**src/common/xal_defs.svh**
```systemverilog
`ifndef XAL_DEFS_SVH
`define XAL_DEFS_SVH
// Overview of operation
// (RULE1) Decimal adjust writes W plus correction to memory
// (RULE2) Add six per nibble above nine or flagged
// (RULE3) Decrement memory; variant to W, null bit
// (RULE4) Increment memory or to W, null bit
// (RULE5) Moves between W and memory, no flags
// (RULE6) OR of W and memory, null bit only
// (RULE7) Rotate left, bit 7 into bit 0
// (RULE8) Rotate left through borrow_out_bit
// (RULE9) Rotate right, bit 0 into bit 7
// (RULE10) Rotate right through borrow_out_bit
// (RULE11) Subtract with borrow updates six flags
// (RULE12) Borrow bit clear when result negative
// (RULE13) Decrement memory, skip when zero
// (RULE14) Decrement to W, skip when W zero
// (RULE15) Increment and skip on zero, no flags
// (RULE16) Fill ones or set one bit, no flags
// (RULE17) Skip when selected bit is nonzero
// (RULE18) Write byte back, skip when nonzero
// (RULE19) Taken skip adds dummy cycle, three total
// (RULE20) Null bit set when result equals zero

`define XAL_NIB_LIMIT     4'h9
`define XAL_ADJ_NONE      8'h00
`define XAL_ADJ_LO        8'h06
`define XAL_ADJ_HI        8'h60
`define XAL_ADJ_BOTH      8'h66
`define XAL_FILL_VALUE    8'hFF
`define XAL_ONE           8'h01
`define XAL_ZERO          8'h00
`define XAL_CLK_PER_INSTR 4
`define XAL_SKIP_CYCLES   3
`define XAL_W_RESET       8'h00
`endif

```
**src/common/xal_pkg.sv**
```systemverilog
package xal_pkg;

  typedef enum logic [4:0] {
    XAL_OP_DEC_ADJ_STORE = 5'h00,
    XAL_OP_MEM_DEC       = 5'h01,
    XAL_OP_MEM_DEC_W     = 5'h02,
    XAL_OP_MEM_INC       = 5'h03,
    XAL_OP_MEM_INC_W     = 5'h04,
    XAL_OP_MOVE_TO_W     = 5'h05,
    XAL_OP_MOVE_TO_MEM   = 5'h06,
    XAL_OP_OR_TO_W       = 5'h07,
    XAL_OP_OR_TO_MEM     = 5'h08,
    XAL_OP_ROT_L         = 5'h09,
    XAL_OP_ROT_L_W       = 5'h0A,
    XAL_OP_ROT_LB        = 5'h0B,
    XAL_OP_ROT_LB_W      = 5'h0C,
    XAL_OP_ROT_R         = 5'h0D,
    XAL_OP_ROT_R_W       = 5'h0E,
    XAL_OP_ROT_RB        = 5'h0F,
    XAL_OP_ROT_RB_W      = 5'h10,
    XAL_OP_SUB_B_TO_W    = 5'h11,
    XAL_OP_SUB_B_TO_MEM  = 5'h12,
    XAL_OP_DEC_SKIP      = 5'h13,
    XAL_OP_DEC_SKIP_W    = 5'h14,
    XAL_OP_FILL_ONES     = 5'h15,
    XAL_OP_BIT_SET       = 5'h16,
    XAL_OP_INC_SKIP      = 5'h17,
    XAL_OP_INC_SKIP_W    = 5'h18,
    XAL_OP_SKIP_BIT_NZ   = 5'h19,
    XAL_OP_SKIP_BYTE_NZ  = 5'h1A
  } xal_op_t;

  typedef enum logic [3:0] {
    XAL_ST_IDLE  = 4'b0001,
    XAL_ST_FETCH = 4'b0010,
    XAL_ST_EXEC  = 4'b0100,
    XAL_ST_DUMMY = 4'b1000
  } xal_state_t;

endpackage

```
**src/xal_tick.sv**
```systemverilog
`include "xal_defs.svh"

module xal_tick #(
  parameter int unsigned DIV = `XAL_CLK_PER_INSTR
) (
  input  wire logic clk,
  input  wire logic rst_n,
  output logic      tick
);

  localparam int unsigned CW = (DIV > 1) ? $clog2(DIV) : 1;
  localparam logic [CW-1:0] LAST = CW'(DIV - 1);

  logic [CW-1:0] cnt_ff;
  logic [CW-1:0] nxt_cnt;
  logic          tick_ff;
  logic          nxt_tick;

  always_comb begin
    nxt_tick = (cnt_ff == LAST);
    nxt_cnt  = nxt_tick ? '0 : cnt_ff + CW'(1);
  end

  always_ff @(posedge clk or negedge rst_n) begin
    if (!rst_n) begin
      cnt_ff  <= '0;
      tick_ff <= 1'b0;
    end else begin
      cnt_ff  <= nxt_cnt;
      tick_ff <= nxt_tick;
    end
  end

  assign tick = tick_ff;

endmodule

```
**src/xal_calc.sv**
```systemverilog
`include "xal_defs.svh"

module xal_calc (
  input  xal_pkg::xal_op_t op,
  input  wire logic [7:0]  m,
  input  wire logic [7:0]  w,
  input  wire logic [2:0]  bsel,
  input  wire logic        c,
  input  wire logic        ac,
  input  wire logic        cz,
  output logic      [7:0]  res,
  output logic             to_w,
  output logic             to_mem,
  output logic             upd_z,
  output logic             upd_c,
  output logic             upd_all,
  output logic             c_new,
  output logic             ac_new,
  output logic             ov_new,
  output logic             sc_new,
  output logic             cz_new,
  output logic             skip
);

  logic [8:0] diff;
  logic [4:0] lo_diff;
  logic [7:0] adj;
  logic [8:0] adj_sum;
  logic       adj_lo;
  logic       adj_hi;

  always_comb begin
    diff    = {1'b0, w} - {1'b0, m} - {8'h00, ~c}; // RULE11
    lo_diff = {1'b0, w[3:0]} - {1'b0, m[3:0]} - {4'h0, ~c};
    adj_lo  = (w[3:0] > `XAL_NIB_LIMIT) || ac; // RULE2
    adj_hi  = (w[7:4] > `XAL_NIB_LIMIT) || c; // RULE2
    unique case ({adj_hi, adj_lo})
      2'b00:   adj = `XAL_ADJ_NONE;
      2'b01:   adj = `XAL_ADJ_LO;
      2'b10:   adj = `XAL_ADJ_HI;
      2'b11:   adj = `XAL_ADJ_BOTH;
    endcase
    adj_sum = {1'b0, w} + {1'b0, adj};
    res     = m;
    to_w    = 1'b0;
    to_mem  = 1'b0;
    upd_z   = 1'b0;
    upd_c   = 1'b0;
    upd_all = 1'b0;
    c_new   = c;
    skip    = 1'b0;
    unique case (op)
      xal_pkg::XAL_OP_DEC_ADJ_STORE: begin
        res    = adj_sum[7:0]; // RULE1
        to_mem = 1'b1;
        upd_c  = 1'b1;
        c_new  = adj_hi | adj_sum[8];
      end
      xal_pkg::XAL_OP_MEM_DEC: begin
        res    = m - `XAL_ONE; // RULE3
        to_mem = 1'b1;
        upd_z  = 1'b1;
      end
      xal_pkg::XAL_OP_MEM_DEC_W: begin
        res   = m - `XAL_ONE; // RULE3
        to_w  = 1'b1;
        upd_z = 1'b1;
      end
      xal_pkg::XAL_OP_MEM_INC: begin
        res    = m + `XAL_ONE; // RULE4
        to_mem = 1'b1;
        upd_z  = 1'b1;
      end
      xal_pkg::XAL_OP_MEM_INC_W: begin
        res   = m + `XAL_ONE; // RULE4
        to_w  = 1'b1;
        upd_z = 1'b1;
      end
      xal_pkg::XAL_OP_MOVE_TO_W: to_w = 1'b1; // RULE5
      xal_pkg::XAL_OP_MOVE_TO_MEM: begin
        res    = w; // RULE5
        to_mem = 1'b1;
      end
      xal_pkg::XAL_OP_OR_TO_W: begin
        res   = w | m; // RULE6
        to_w  = 1'b1;
        upd_z = 1'b1;
      end
      xal_pkg::XAL_OP_OR_TO_MEM: begin
        res    = w | m; // RULE6
        to_mem = 1'b1;
        upd_z  = 1'b1;
      end
      xal_pkg::XAL_OP_ROT_L, xal_pkg::XAL_OP_ROT_L_W: begin
        res    = {m[6:0], m[7]}; // RULE7
        to_w   = (op == xal_pkg::XAL_OP_ROT_L_W);
        to_mem = (op == xal_pkg::XAL_OP_ROT_L);
      end
      xal_pkg::XAL_OP_ROT_LB, xal_pkg::XAL_OP_ROT_LB_W: begin
        res    = {m[6:0], c}; // RULE8
        c_new  = m[7];
        upd_c  = 1'b1;
        to_w   = (op == xal_pkg::XAL_OP_ROT_LB_W);
        to_mem = (op == xal_pkg::XAL_OP_ROT_LB);
      end
      xal_pkg::XAL_OP_ROT_R, xal_pkg::XAL_OP_ROT_R_W: begin
        res    = {m[0], m[7:1]}; // RULE9
        to_w   = (op == xal_pkg::XAL_OP_ROT_R_W);
        to_mem = (op == xal_pkg::XAL_OP_ROT_R);
      end
      xal_pkg::XAL_OP_ROT_RB, xal_pkg::XAL_OP_ROT_RB_W: begin
        res    = {c, m[7:1]}; // RULE10
        c_new  = m[0];
        upd_c  = 1'b1;
        to_w   = (op == xal_pkg::XAL_OP_ROT_RB_W);
        to_mem = (op == xal_pkg::XAL_OP_ROT_RB);
      end
      xal_pkg::XAL_OP_SUB_B_TO_W, xal_pkg::XAL_OP_SUB_B_TO_MEM: begin
        res     = diff[7:0]; // RULE11
        c_new   = ~diff[8]; // RULE12
        upd_c   = 1'b1;
        upd_z   = 1'b1;
        upd_all = 1'b1;
        to_w    = (op == xal_pkg::XAL_OP_SUB_B_TO_W);
        to_mem  = (op == xal_pkg::XAL_OP_SUB_B_TO_MEM);
      end
      xal_pkg::XAL_OP_DEC_SKIP: begin
        res    = m - `XAL_ONE; // RULE13
        to_mem = 1'b1;
        skip   = (res == `XAL_ZERO);
      end
      xal_pkg::XAL_OP_DEC_SKIP_W: begin
        res  = m - `XAL_ONE; // RULE14
        to_w = 1'b1;
        skip = (res == `XAL_ZERO);
      end
      xal_pkg::XAL_OP_INC_SKIP: begin
        res    = m + `XAL_ONE; // RULE15
        to_mem = 1'b1;
        skip   = (res == `XAL_ZERO);
      end
      xal_pkg::XAL_OP_INC_SKIP_W: begin
        res  = m + `XAL_ONE; // RULE15
        to_w = 1'b1;
        skip = (res == `XAL_ZERO);
      end
      xal_pkg::XAL_OP_FILL_ONES: begin
        res    = `XAL_FILL_VALUE; // RULE16
        to_mem = 1'b1;
      end
      xal_pkg::XAL_OP_BIT_SET: begin
        res       = m; // RULE16
        res[bsel] = 1'b1;
        to_mem    = 1'b1;
      end
      xal_pkg::XAL_OP_SKIP_BIT_NZ: skip = m[bsel]; // RULE17
      xal_pkg::XAL_OP_SKIP_BYTE_NZ: begin
        to_mem = 1'b1; // RULE18
        skip   = (m != `XAL_ZERO);
      end
      default: res = m;
    endcase
    ac_new = ~lo_diff[4];
    ov_new = (w[7] ^ m[7]) & (w[7] ^ diff[7]);
    sc_new = ~(ov_new ^ diff[7]);
    cz_new = (diff[7:0] == `XAL_ZERO) & cz;
  end

endmodule

```
**src/xal_core.sv**
```systemverilog
`include "xal_defs.svh"

module xal_core #(
  parameter int unsigned CLK_PER_INSTR = `XAL_CLK_PER_INSTR
) (
  input  wire logic        clk,
  input  wire logic        rst_n,
  input  wire logic        op_valid,
  input  xal_pkg::xal_op_t op_code,
  input  wire logic [7:0]  mem_rdata,
  input  wire logic [2:0]  bit_sel,
  input  wire logic        w_load,
  input  wire logic [7:0]  w_load_data,
  output logic             op_ready,
  output logic             mem_we,
  output logic      [7:0]  mem_wdata,
  output logic      [7:0]  working_register,
  output logic             borrow_out_bit,
  output logic             half_borrow_bit,
  output logic             null_result_bit,
  output logic             signed_range_bit,
  output logic             sign_compare_bit,
  output logic             chained_zero_bit,
  output logic             skip_taken,
  output logic             dummy_cycle,
  output logic             op_done
);

  // Instruction cycle strobe
  logic tick;

  xal_tick #(
    .DIV (CLK_PER_INSTR)
  ) u_tick (
    .clk   (clk),
    .rst_n (rst_n),
    .tick  (tick)
  );

  // Captured instruction and operands
  xal_pkg::xal_state_t state_ff;
  xal_pkg::xal_state_t nxt_state;
  xal_pkg::xal_op_t    op_ff;
  xal_pkg::xal_op_t    nxt_op;
  logic [7:0]          m_ff;
  logic [7:0]          nxt_m;
  logic [2:0]          bsel_ff;
  logic [2:0]          nxt_bsel;

  // Architectural state
  logic [7:0] w_ff;
  logic [7:0] nxt_w;
  logic       c_ff;
  logic       nxt_c;
  logic       ac_ff;
  logic       nxt_ac;
  logic       z_ff;
  logic       nxt_z;
  logic       ov_ff;
  logic       nxt_ov;
  logic       sc_ff;
  logic       nxt_sc;
  logic       cz_ff;
  logic       nxt_cz;

  // Port side registers
  logic       ready_ff;
  logic       nxt_ready;
  logic       we_ff;
  logic       nxt_we;
  logic [7:0] wdata_ff;
  logic [7:0] nxt_wdata;
  logic       skip_ff;
  logic       nxt_skip;
  logic       dummy_ff;
  logic       nxt_dummy;
  logic       done_ff;
  logic       nxt_done;

  // Datapath results
  logic [7:0] res;
  logic       to_w;
  logic       to_mem;
  logic       upd_z;
  logic       upd_c;
  logic       upd_all;
  logic       c_new;
  logic       ac_new;
  logic       ov_new;
  logic       sc_new;
  logic       cz_new;
  logic       skip;
  logic       commit;

  xal_calc u_calc (
    .op      (op_ff),
    .m       (m_ff),
    .w       (w_ff),
    .bsel    (bsel_ff),
    .c       (c_ff),
    .ac      (ac_ff),
    .cz      (cz_ff),
    .res     (res),
    .to_w    (to_w),
    .to_mem  (to_mem),
    .upd_z   (upd_z),
    .upd_c   (upd_c),
    .upd_all (upd_all),
    .c_new   (c_new),
    .ac_new  (ac_new),
    .ov_new  (ov_new),
    .sc_new  (sc_new),
    .cz_new  (cz_new),
    .skip    (skip)
  );

  // Sequencer: fetch, execute, and a dummy cycle after a taken skip
  always_comb begin
    nxt_state = state_ff;
    nxt_op    = op_ff;
    nxt_m     = m_ff;
    nxt_bsel  = bsel_ff;
    nxt_ready = 1'b0;
    nxt_done  = 1'b0;
    nxt_dummy = 1'b0;
    commit    = 1'b0;
    unique case (state_ff)
      xal_pkg::XAL_ST_IDLE: begin
        nxt_ready = 1'b1;
        if (op_valid) begin
          nxt_state = xal_pkg::XAL_ST_FETCH;
          nxt_op    = op_code;
          nxt_m     = mem_rdata;
          nxt_bsel  = bit_sel;
          nxt_ready = 1'b0;
        end
      end
      xal_pkg::XAL_ST_FETCH: begin
        if (tick) begin
          nxt_state = xal_pkg::XAL_ST_EXEC;
        end
      end
      xal_pkg::XAL_ST_EXEC: begin
        if (tick) begin
          commit = 1'b1;
          if (skip) begin
            nxt_state = xal_pkg::XAL_ST_DUMMY; // RULE19
            nxt_dummy = 1'b1;
          end else begin
            nxt_state = xal_pkg::XAL_ST_IDLE;
            nxt_done  = 1'b1;
            nxt_ready = 1'b1;
          end
        end
      end
      xal_pkg::XAL_ST_DUMMY: begin
        nxt_dummy = 1'b1;
        if (tick) begin
          nxt_state = xal_pkg::XAL_ST_IDLE; // RULE19
          nxt_done  = 1'b1;
          nxt_ready = 1'b1;
          nxt_dummy = 1'b0;
        end
      end
      default: begin
        nxt_state = xal_pkg::XAL_ST_IDLE;
        nxt_ready = 1'b1;
      end
    endcase
  end

  always_ff @(posedge clk or negedge rst_n) begin
    if (!rst_n) begin
      state_ff <= xal_pkg::XAL_ST_IDLE;
      op_ff    <= xal_pkg::XAL_OP_MOVE_TO_W;
      m_ff     <= `XAL_ZERO;
      bsel_ff  <= 3'h0;
      ready_ff <= 1'b0;
      done_ff  <= 1'b0;
      dummy_ff <= 1'b0;
    end else begin
      state_ff <= nxt_state;
      op_ff    <= nxt_op;
      m_ff     <= nxt_m;
      bsel_ff  <= nxt_bsel;
      ready_ff <= nxt_ready;
      done_ff  <= nxt_done;
      dummy_ff <= nxt_dummy;
    end
  end

  // Working register, status bits and memory write strobe
  always_comb begin
    nxt_w     = w_ff;
    nxt_c     = c_ff;
    nxt_ac    = ac_ff;
    nxt_z     = z_ff;
    nxt_ov    = ov_ff;
    nxt_sc    = sc_ff;
    nxt_cz    = cz_ff;
    nxt_we    = 1'b0;
    nxt_wdata = wdata_ff;
    nxt_skip  = 1'b0;
    if (commit) begin
      if (to_w) begin
        nxt_w = res; // RULE3
      end
      if (to_mem) begin
        nxt_we    = 1'b1; // RULE18
        nxt_wdata = res;
      end
      if (upd_z) begin
        nxt_z = (res == `XAL_ZERO); // RULE20
      end
      if (upd_c) begin
        nxt_c = c_new; // RULE12
      end
      if (upd_all) begin
        nxt_ac = ac_new; // RULE11
        nxt_ov = ov_new;
        nxt_sc = sc_new;
        nxt_cz = cz_new;
      end
      nxt_skip = skip; // RULE17
    end else if (w_load && (state_ff == xal_pkg::XAL_ST_IDLE)) begin
      nxt_w = w_load_data;
    end
  end

  always_ff @(posedge clk or negedge rst_n) begin
    if (!rst_n) begin
      w_ff     <= `XAL_W_RESET;
      c_ff     <= 1'b0;
      ac_ff    <= 1'b0;
      z_ff     <= 1'b0;
      ov_ff    <= 1'b0;
      sc_ff    <= 1'b0;
      cz_ff    <= 1'b0;
      we_ff    <= 1'b0;
      wdata_ff <= `XAL_ZERO;
      skip_ff  <= 1'b0;
    end else begin
      w_ff     <= nxt_w;
      c_ff     <= nxt_c;
      ac_ff    <= nxt_ac;
      z_ff     <= nxt_z;
      ov_ff    <= nxt_ov;
      sc_ff    <= nxt_sc;
      cz_ff    <= nxt_cz;
      we_ff    <= nxt_we;
      wdata_ff <= nxt_wdata;
      skip_ff  <= nxt_skip;
    end
  end

  assign op_ready         = ready_ff;
  assign mem_we           = we_ff;
  assign mem_wdata        = wdata_ff;
  assign working_register = w_ff;
  assign borrow_out_bit   = c_ff;
  assign half_borrow_bit  = ac_ff;
  assign null_result_bit  = z_ff;
  assign signed_range_bit = ov_ff;
  assign sign_compare_bit = sc_ff;
  assign chained_zero_bit = cz_ff;
  assign skip_taken       = skip_ff;
  assign dummy_cycle      = dummy_ff;
  assign op_done          = done_ff;

endmodule

```
**config.mk**
```make
export PLATFORM = sky130hd
export DESIGN_NAME = xal_core
export DESIGN_NICKNAME = d
export VERILOG_FILES = /design/src/common/xal_pkg.sv /design/src/xal_tick.sv /design/src/xal_calc.sv /design/src/xal_core.sv
export VERILOG_INCLUDE_DIRS = /design/src /design/src/common
export SDC_FILE = /design/constraint.sdc
export NUM_CORES = 1
export LEC_CHECK = 0
export ABC_AREA = 1
export BUFFER_PORTS_ARGS = -buffer_cell sky130_fd_sc_hd__buf_2
export CAP_MARGIN = 20
export CELL_PAD_IN_SITES_DETAIL_PLACEMENT = 0
export CELL_PAD_IN_SITES_GLOBAL_PLACEMENT = 1
export CORE_MARGIN = 5
export CORE_UTILIZATION = 35
export CTS_BUF_LIST = sky130_fd_sc_hd__clkbuf_4
export DETAILED_ROUTE_END_ITERATION = 6
export MAX_ROUTING_LAYER = met4
export PLACE_DENSITY = 0.68
export SYNTH_ARGS = -nofsm -noshare
export SYNTH_HDL_FRONTEND = slang
export SYNTH_SLANG_ARGS = --single-unit
```
**constraint.sdc**
```tcl
create_clock -name clk -period 2.8 [get_ports clk]
set_clock_uncertainty 0.2 [all_clocks]
set_input_delay 0.28 -clock clk [delete_from_list [all_inputs] [get_ports clk]]
set_output_delay 0.28 -clock clk [all_outputs]
set_load 0.01 [all_outputs]
```
==> impl.org <==
** Drt
- Detailed-route via count :: slightly above 5000
- In the routed layout, each cell is associated on average with a via count of between 5 and 6.
- Number of design rule violations left after detail routing :: 0
- Post-DR wirelength/cell :: 17.3 um
- DRT iter0 DRCs :: 370
- Iteration count of the initial detailed-routing pass :: 5
- ANT nets after route :: 0
- Routed WL :: 17.3 mm

** Logic synthesis
- Yosys warnings :: 0
- Post-synthesis register bit count :: 50
- Cell type with the highest aggregate area in the netlist :: dfrtp_1
- Share of async-settable or async-resettable flops after synthesis :: 1.00
- Of the post-synthesis cell area, the dominant cell type holds 0.264.
- Counting every net in the synthesized netlist gives 772.
- The cell area that synthesis handed to floorplanning was around 4500 um2.
- For this run, the register share of the synthesized area comes to 0.282.
- In this run, synthesis inferred 0 flip-flops with an integrated enable.
- Main flop type after synthesis :: dfrtp_1
- Gate count after technology mapping :: ~720
- Each instance of the synthesized netlist takes up on average approximately 6.2 um2.
- Unique masters post-synth :: 40
- Biggest area contributors in the synthesized netlist :: dfrtp_1 (26%), nand2_1 (18%), nor2_1 (8.7%)

** Worst setup path
- Worst setup path category :: flip-flop to flip-flop
- The slowest stage of the critical path is the fa_1 cell.
- The critical path goes through inv_1 -> fa_1 -> buf_4 -> ha_2 -> o21ai_2 -> nand3b_1 -> nand3_2 -> nand2_1 -> nor2_1 -> nand2_1 -> nor2_4 -> nand2_1 -> nor2_1 -> nand3_1 -> nand2_1.
- Arrival time at the worst endpoint :: 2.86 ns
- Critical path buffers and inverters :: 2
- Crit end category :: flip-flop
- The worst setup path is launched from a flip-flop.
- Data on the critical path is required at its endpoint by between 2 and 3 ns.
- Broken down by cell family, the worst path's largest delay share belongs to simple AND/OR/NAND/NOR gates.
- Cell repeated most along the worst path :: nand2_1
- Along the worst path, the maximum fanout reaches 3.
- For this run, the slowest stage of the critical path takes 0.47 ns.

** Clock tree
- Counting along the longest clock path gives a buffer depth of 2.
- Total number of clock tree sinks :: 50
- Clock tree synthesis inserted a total of 5 buffers.
- TritonCTS built the clock tree.
- Root Buffer Master :: clkbuf_4
- In this run the number of H-tree levels came out at 2.
- After clock tree synthesis, the clock-pin slew on the worst setup and hold paths is 0.16 ns.
- Source-to-sink clock delay at the later pin of the worst-skew pair :: 0.41 ns

** Outcome
- The run finished with clean final reports.

** GRT
- First-pass GRT wire length :: 26.8 mm
- The number of antenna violations at the first check in global routing was 0.
- Maximum number of pins on one net before global-route repair :: a little over 50
- For this run, the total global-route usage over all layers was measured as 0.242.
- Number of global-route vias before repair :: 4924
- Total overflow reported by the global router :: 0

** Placement
- Placer Congestion :: 1.00
- Port-buffer cells :: 54
- Cell count after placement :: 966
- Worst slack at placement :: -0.0744 ns
- Total half-perimeter wirelength after legalization and detailed placement :: 13.7 mm

** STA
- Subtracting the final worst setup slack from the clock period gives 2.69 ns.
- In this run the tightest slew margin relative to its limit is 0.542.
- Slew Limit Fails :: 0
- Setup violations remaining at the end of the flow were counted as 0.
- The number of failing hold endpoints at the final stage came to 0.
- Setup total negative slack on the finished layout was measured at 0 ns.
- Worst Hold Margin :: 0.00423 ns
- Fmax achieved :: about 0.37 GHz
- Minimum setup slack in the final design :: 0.112 ns
- Share of the cycle needed by the critical path after routing :: 0.960
- For the pin with the worst max-slew slack, the measured transition is slightly below 0.7 ns.
- Setup repair after global routing could not meet its margin everywhere.

** Finish
- Of the cells placed in the final design, the portion with a size suffix greater than 1 is 0.198.
- Filler-free cell count of the finished design :: 1002
- 0 antenna diodes ended up in the layout.
- Number of nets in the layout :: 884
- Utilization of the core after routing :: 0.448
- Area added between synthesis and finish :: 26.3%

** Worst hold path
- The worst hold path belongs to the class input port to flip-flop.

** Die
- The floorplan step defined a die boundary enclosing 15100 um2.
- The floorplan has 41 rows.
- The initial utilization of the core area, before any placement, comes to 0.355.
- Measured along the x axis, the die boundary spans 123 um.
- 55 I/O pins were placed.
- Placeable core region :: 12600 um2
- Die Span Y :: 123 um

** Power and ir drop
- Leakage component of the power :: 3.03 nW
- Power density over cell area :: 1350 nW/um2
- VDD IR max :: 0.516 mV

** Flow run
- Max-cap violations in this run came to 0.
-- worst paths after layout --
| path | startpoint | slack, ns | endpoint | depth (start not counted) |
|---|---|---|---|---|
| max | working_register[0]$_DFFE_PN0P_ | 0.11 | null_result_bit$_DFFE_PN0P_ | 15 |
| min | w_load_data[7] | 0.004 | working_register[7]$_DFFE_PN0P_ | 3 |
| max reg2reg | working_register[0]$_DFFE_PN0P_ | 0.11 | null_result_bit$_DFFE_PN0P_ | 15 |
| min reg2reg | u_tick.cnt_ff[0]$_DFF_PN0_ | 0.24 | u_tick.cnt_ff[0]$_DFF_PN0_ | 1 |
| max in group asynchronous | rst_n | 1.60 | m_ff[4]$_DFFE_PN0P_ | 3 |
| min in group asynchronous | rst_n | 0.29 | half_borrow_bit$_DFFE_PN0P_ | 3 |
-- timing repair --
action | in CTS | in global routing
endpoints found under the setup margin | 3 | 13
endpoints found under the hold margin | 68 | 0
hold buffers | 22 | 0
pin swaps | 0 | 21
setup buffers | 0 | 6
resized for setup | 4 | 37
-- logic make-up (layout without fill, tap and decap cells) --
kind of cell	after synthesis	after routing	share of synthesized area
simple gates	418	418	0.392
buf+inv	112	225	0.0965
xor+xnor	11	11	0.0216
flops	50	50	0.282
compound gates	98	98	0.125
fa+ha+maj	27	27	0.0808
mux	1	1	0.00253
-- synth_stat cells (8+ instances only) --
library cell,count
ha_1,24
o21ai_0,28
inv_1,86
dfrtp_1,47
inv_2,10
nor2_1,103
nand2_1,218
a21oi_1,38
nand3_1,54
nor3_1,16
xor2_1,9
nand4_1,8
-- power by group --
| part | switching, mW | leakage [nW] | internal (mW) | total, mW |
|---|---|---|---|---|
| clock network | 0.269 | 0.0303 | 0.0946 | 0.364 |
| registers | 0.244 | 0.618 | 0.979 | 1.22 |
| logic | 3.88 | 2.38 | 2.15 | 6.03 |
-- stage by stage --
step                cell area (um2)  total power, mW
detailed placement             5150             6.51
floorplan                      4460             4.68
CTS                            5450             7.00
finish                         5630             7.62
global route                   5630             8.32
global placement               5150             6.51
-- routing by layer --
metal  up-vias  track usage  routed length, um
li1       2529            -                  -
met1      2366        0.320               7820
met2       168        0.388               8110
met3        22       0.0240                949
met4         0       0.0819                425
met5         -            -                  0
-- worst register-to-register path, cell delays in order (launching register included) --
cell and delay, ns:
dfrtp_1 0.41, inv_1 0.10, fa_1 0.47, buf_4 0.16, ha_2 0.16, o21ai_2 0.14
nand3b_1 0.14, nand3_2 0.14, nand2_1 0.06, nor2_1 0.09, nand2_1 0.09, nor2_4 0.14
nand2_1 0.08, nor2_1 0.12, nand3_1 0.07, nand2_1 0.06
-- registers in the layout (all words and copies together), names as in the netlist, 2 cells and up --
register	cells
working_register	8
mem_wdata	8
op_ff	5
bsel_ff	3
m_ff	8
state_ff	4
u_tick.cnt_ff	2
-- final cells by class --
class / instances / area [um2]
fillers: 1344 / 6940
multi-input cells: 555 / 2930
flip-flops and latches: 50 / 1260
repair buffers: 118 / 806
inverters: 99 / 372
well taps: 172 / 215
clock buffers: 5 / 37.5
clock inverters: 3 / 16.3
-- cell usage in the layout (no fill, tap or decap), types with 6 or more instances in the layout --
cell type | synthesis | final
nand2_1 | 218 | 212
nor2_1 | 103 | 96
inv_1 | 86 | 84
buf_2 | 5 | 54
nand3_1 | 54 | 49
dfrtp_1 | 47 | 46
buf_4 | 1 | 42
a21oi_1 | 38 | 36
o21ai_0 | 28 | 24
dlygate4sd3_1 | 0 | 22
ha_1 | 24 | 19
nor3_1 | 16 | 16
inv_2 | 10 | 12
nor2_2 | 5 | 11
xor2_1 | 9 | 9
nand4_1 | 8 | 8
nand2_2 | 3 | 8
o22ai_1 | 7 | 7
nand3_2 | 2 | 6
Note: power is estimated with default switching activity, not from simulation.
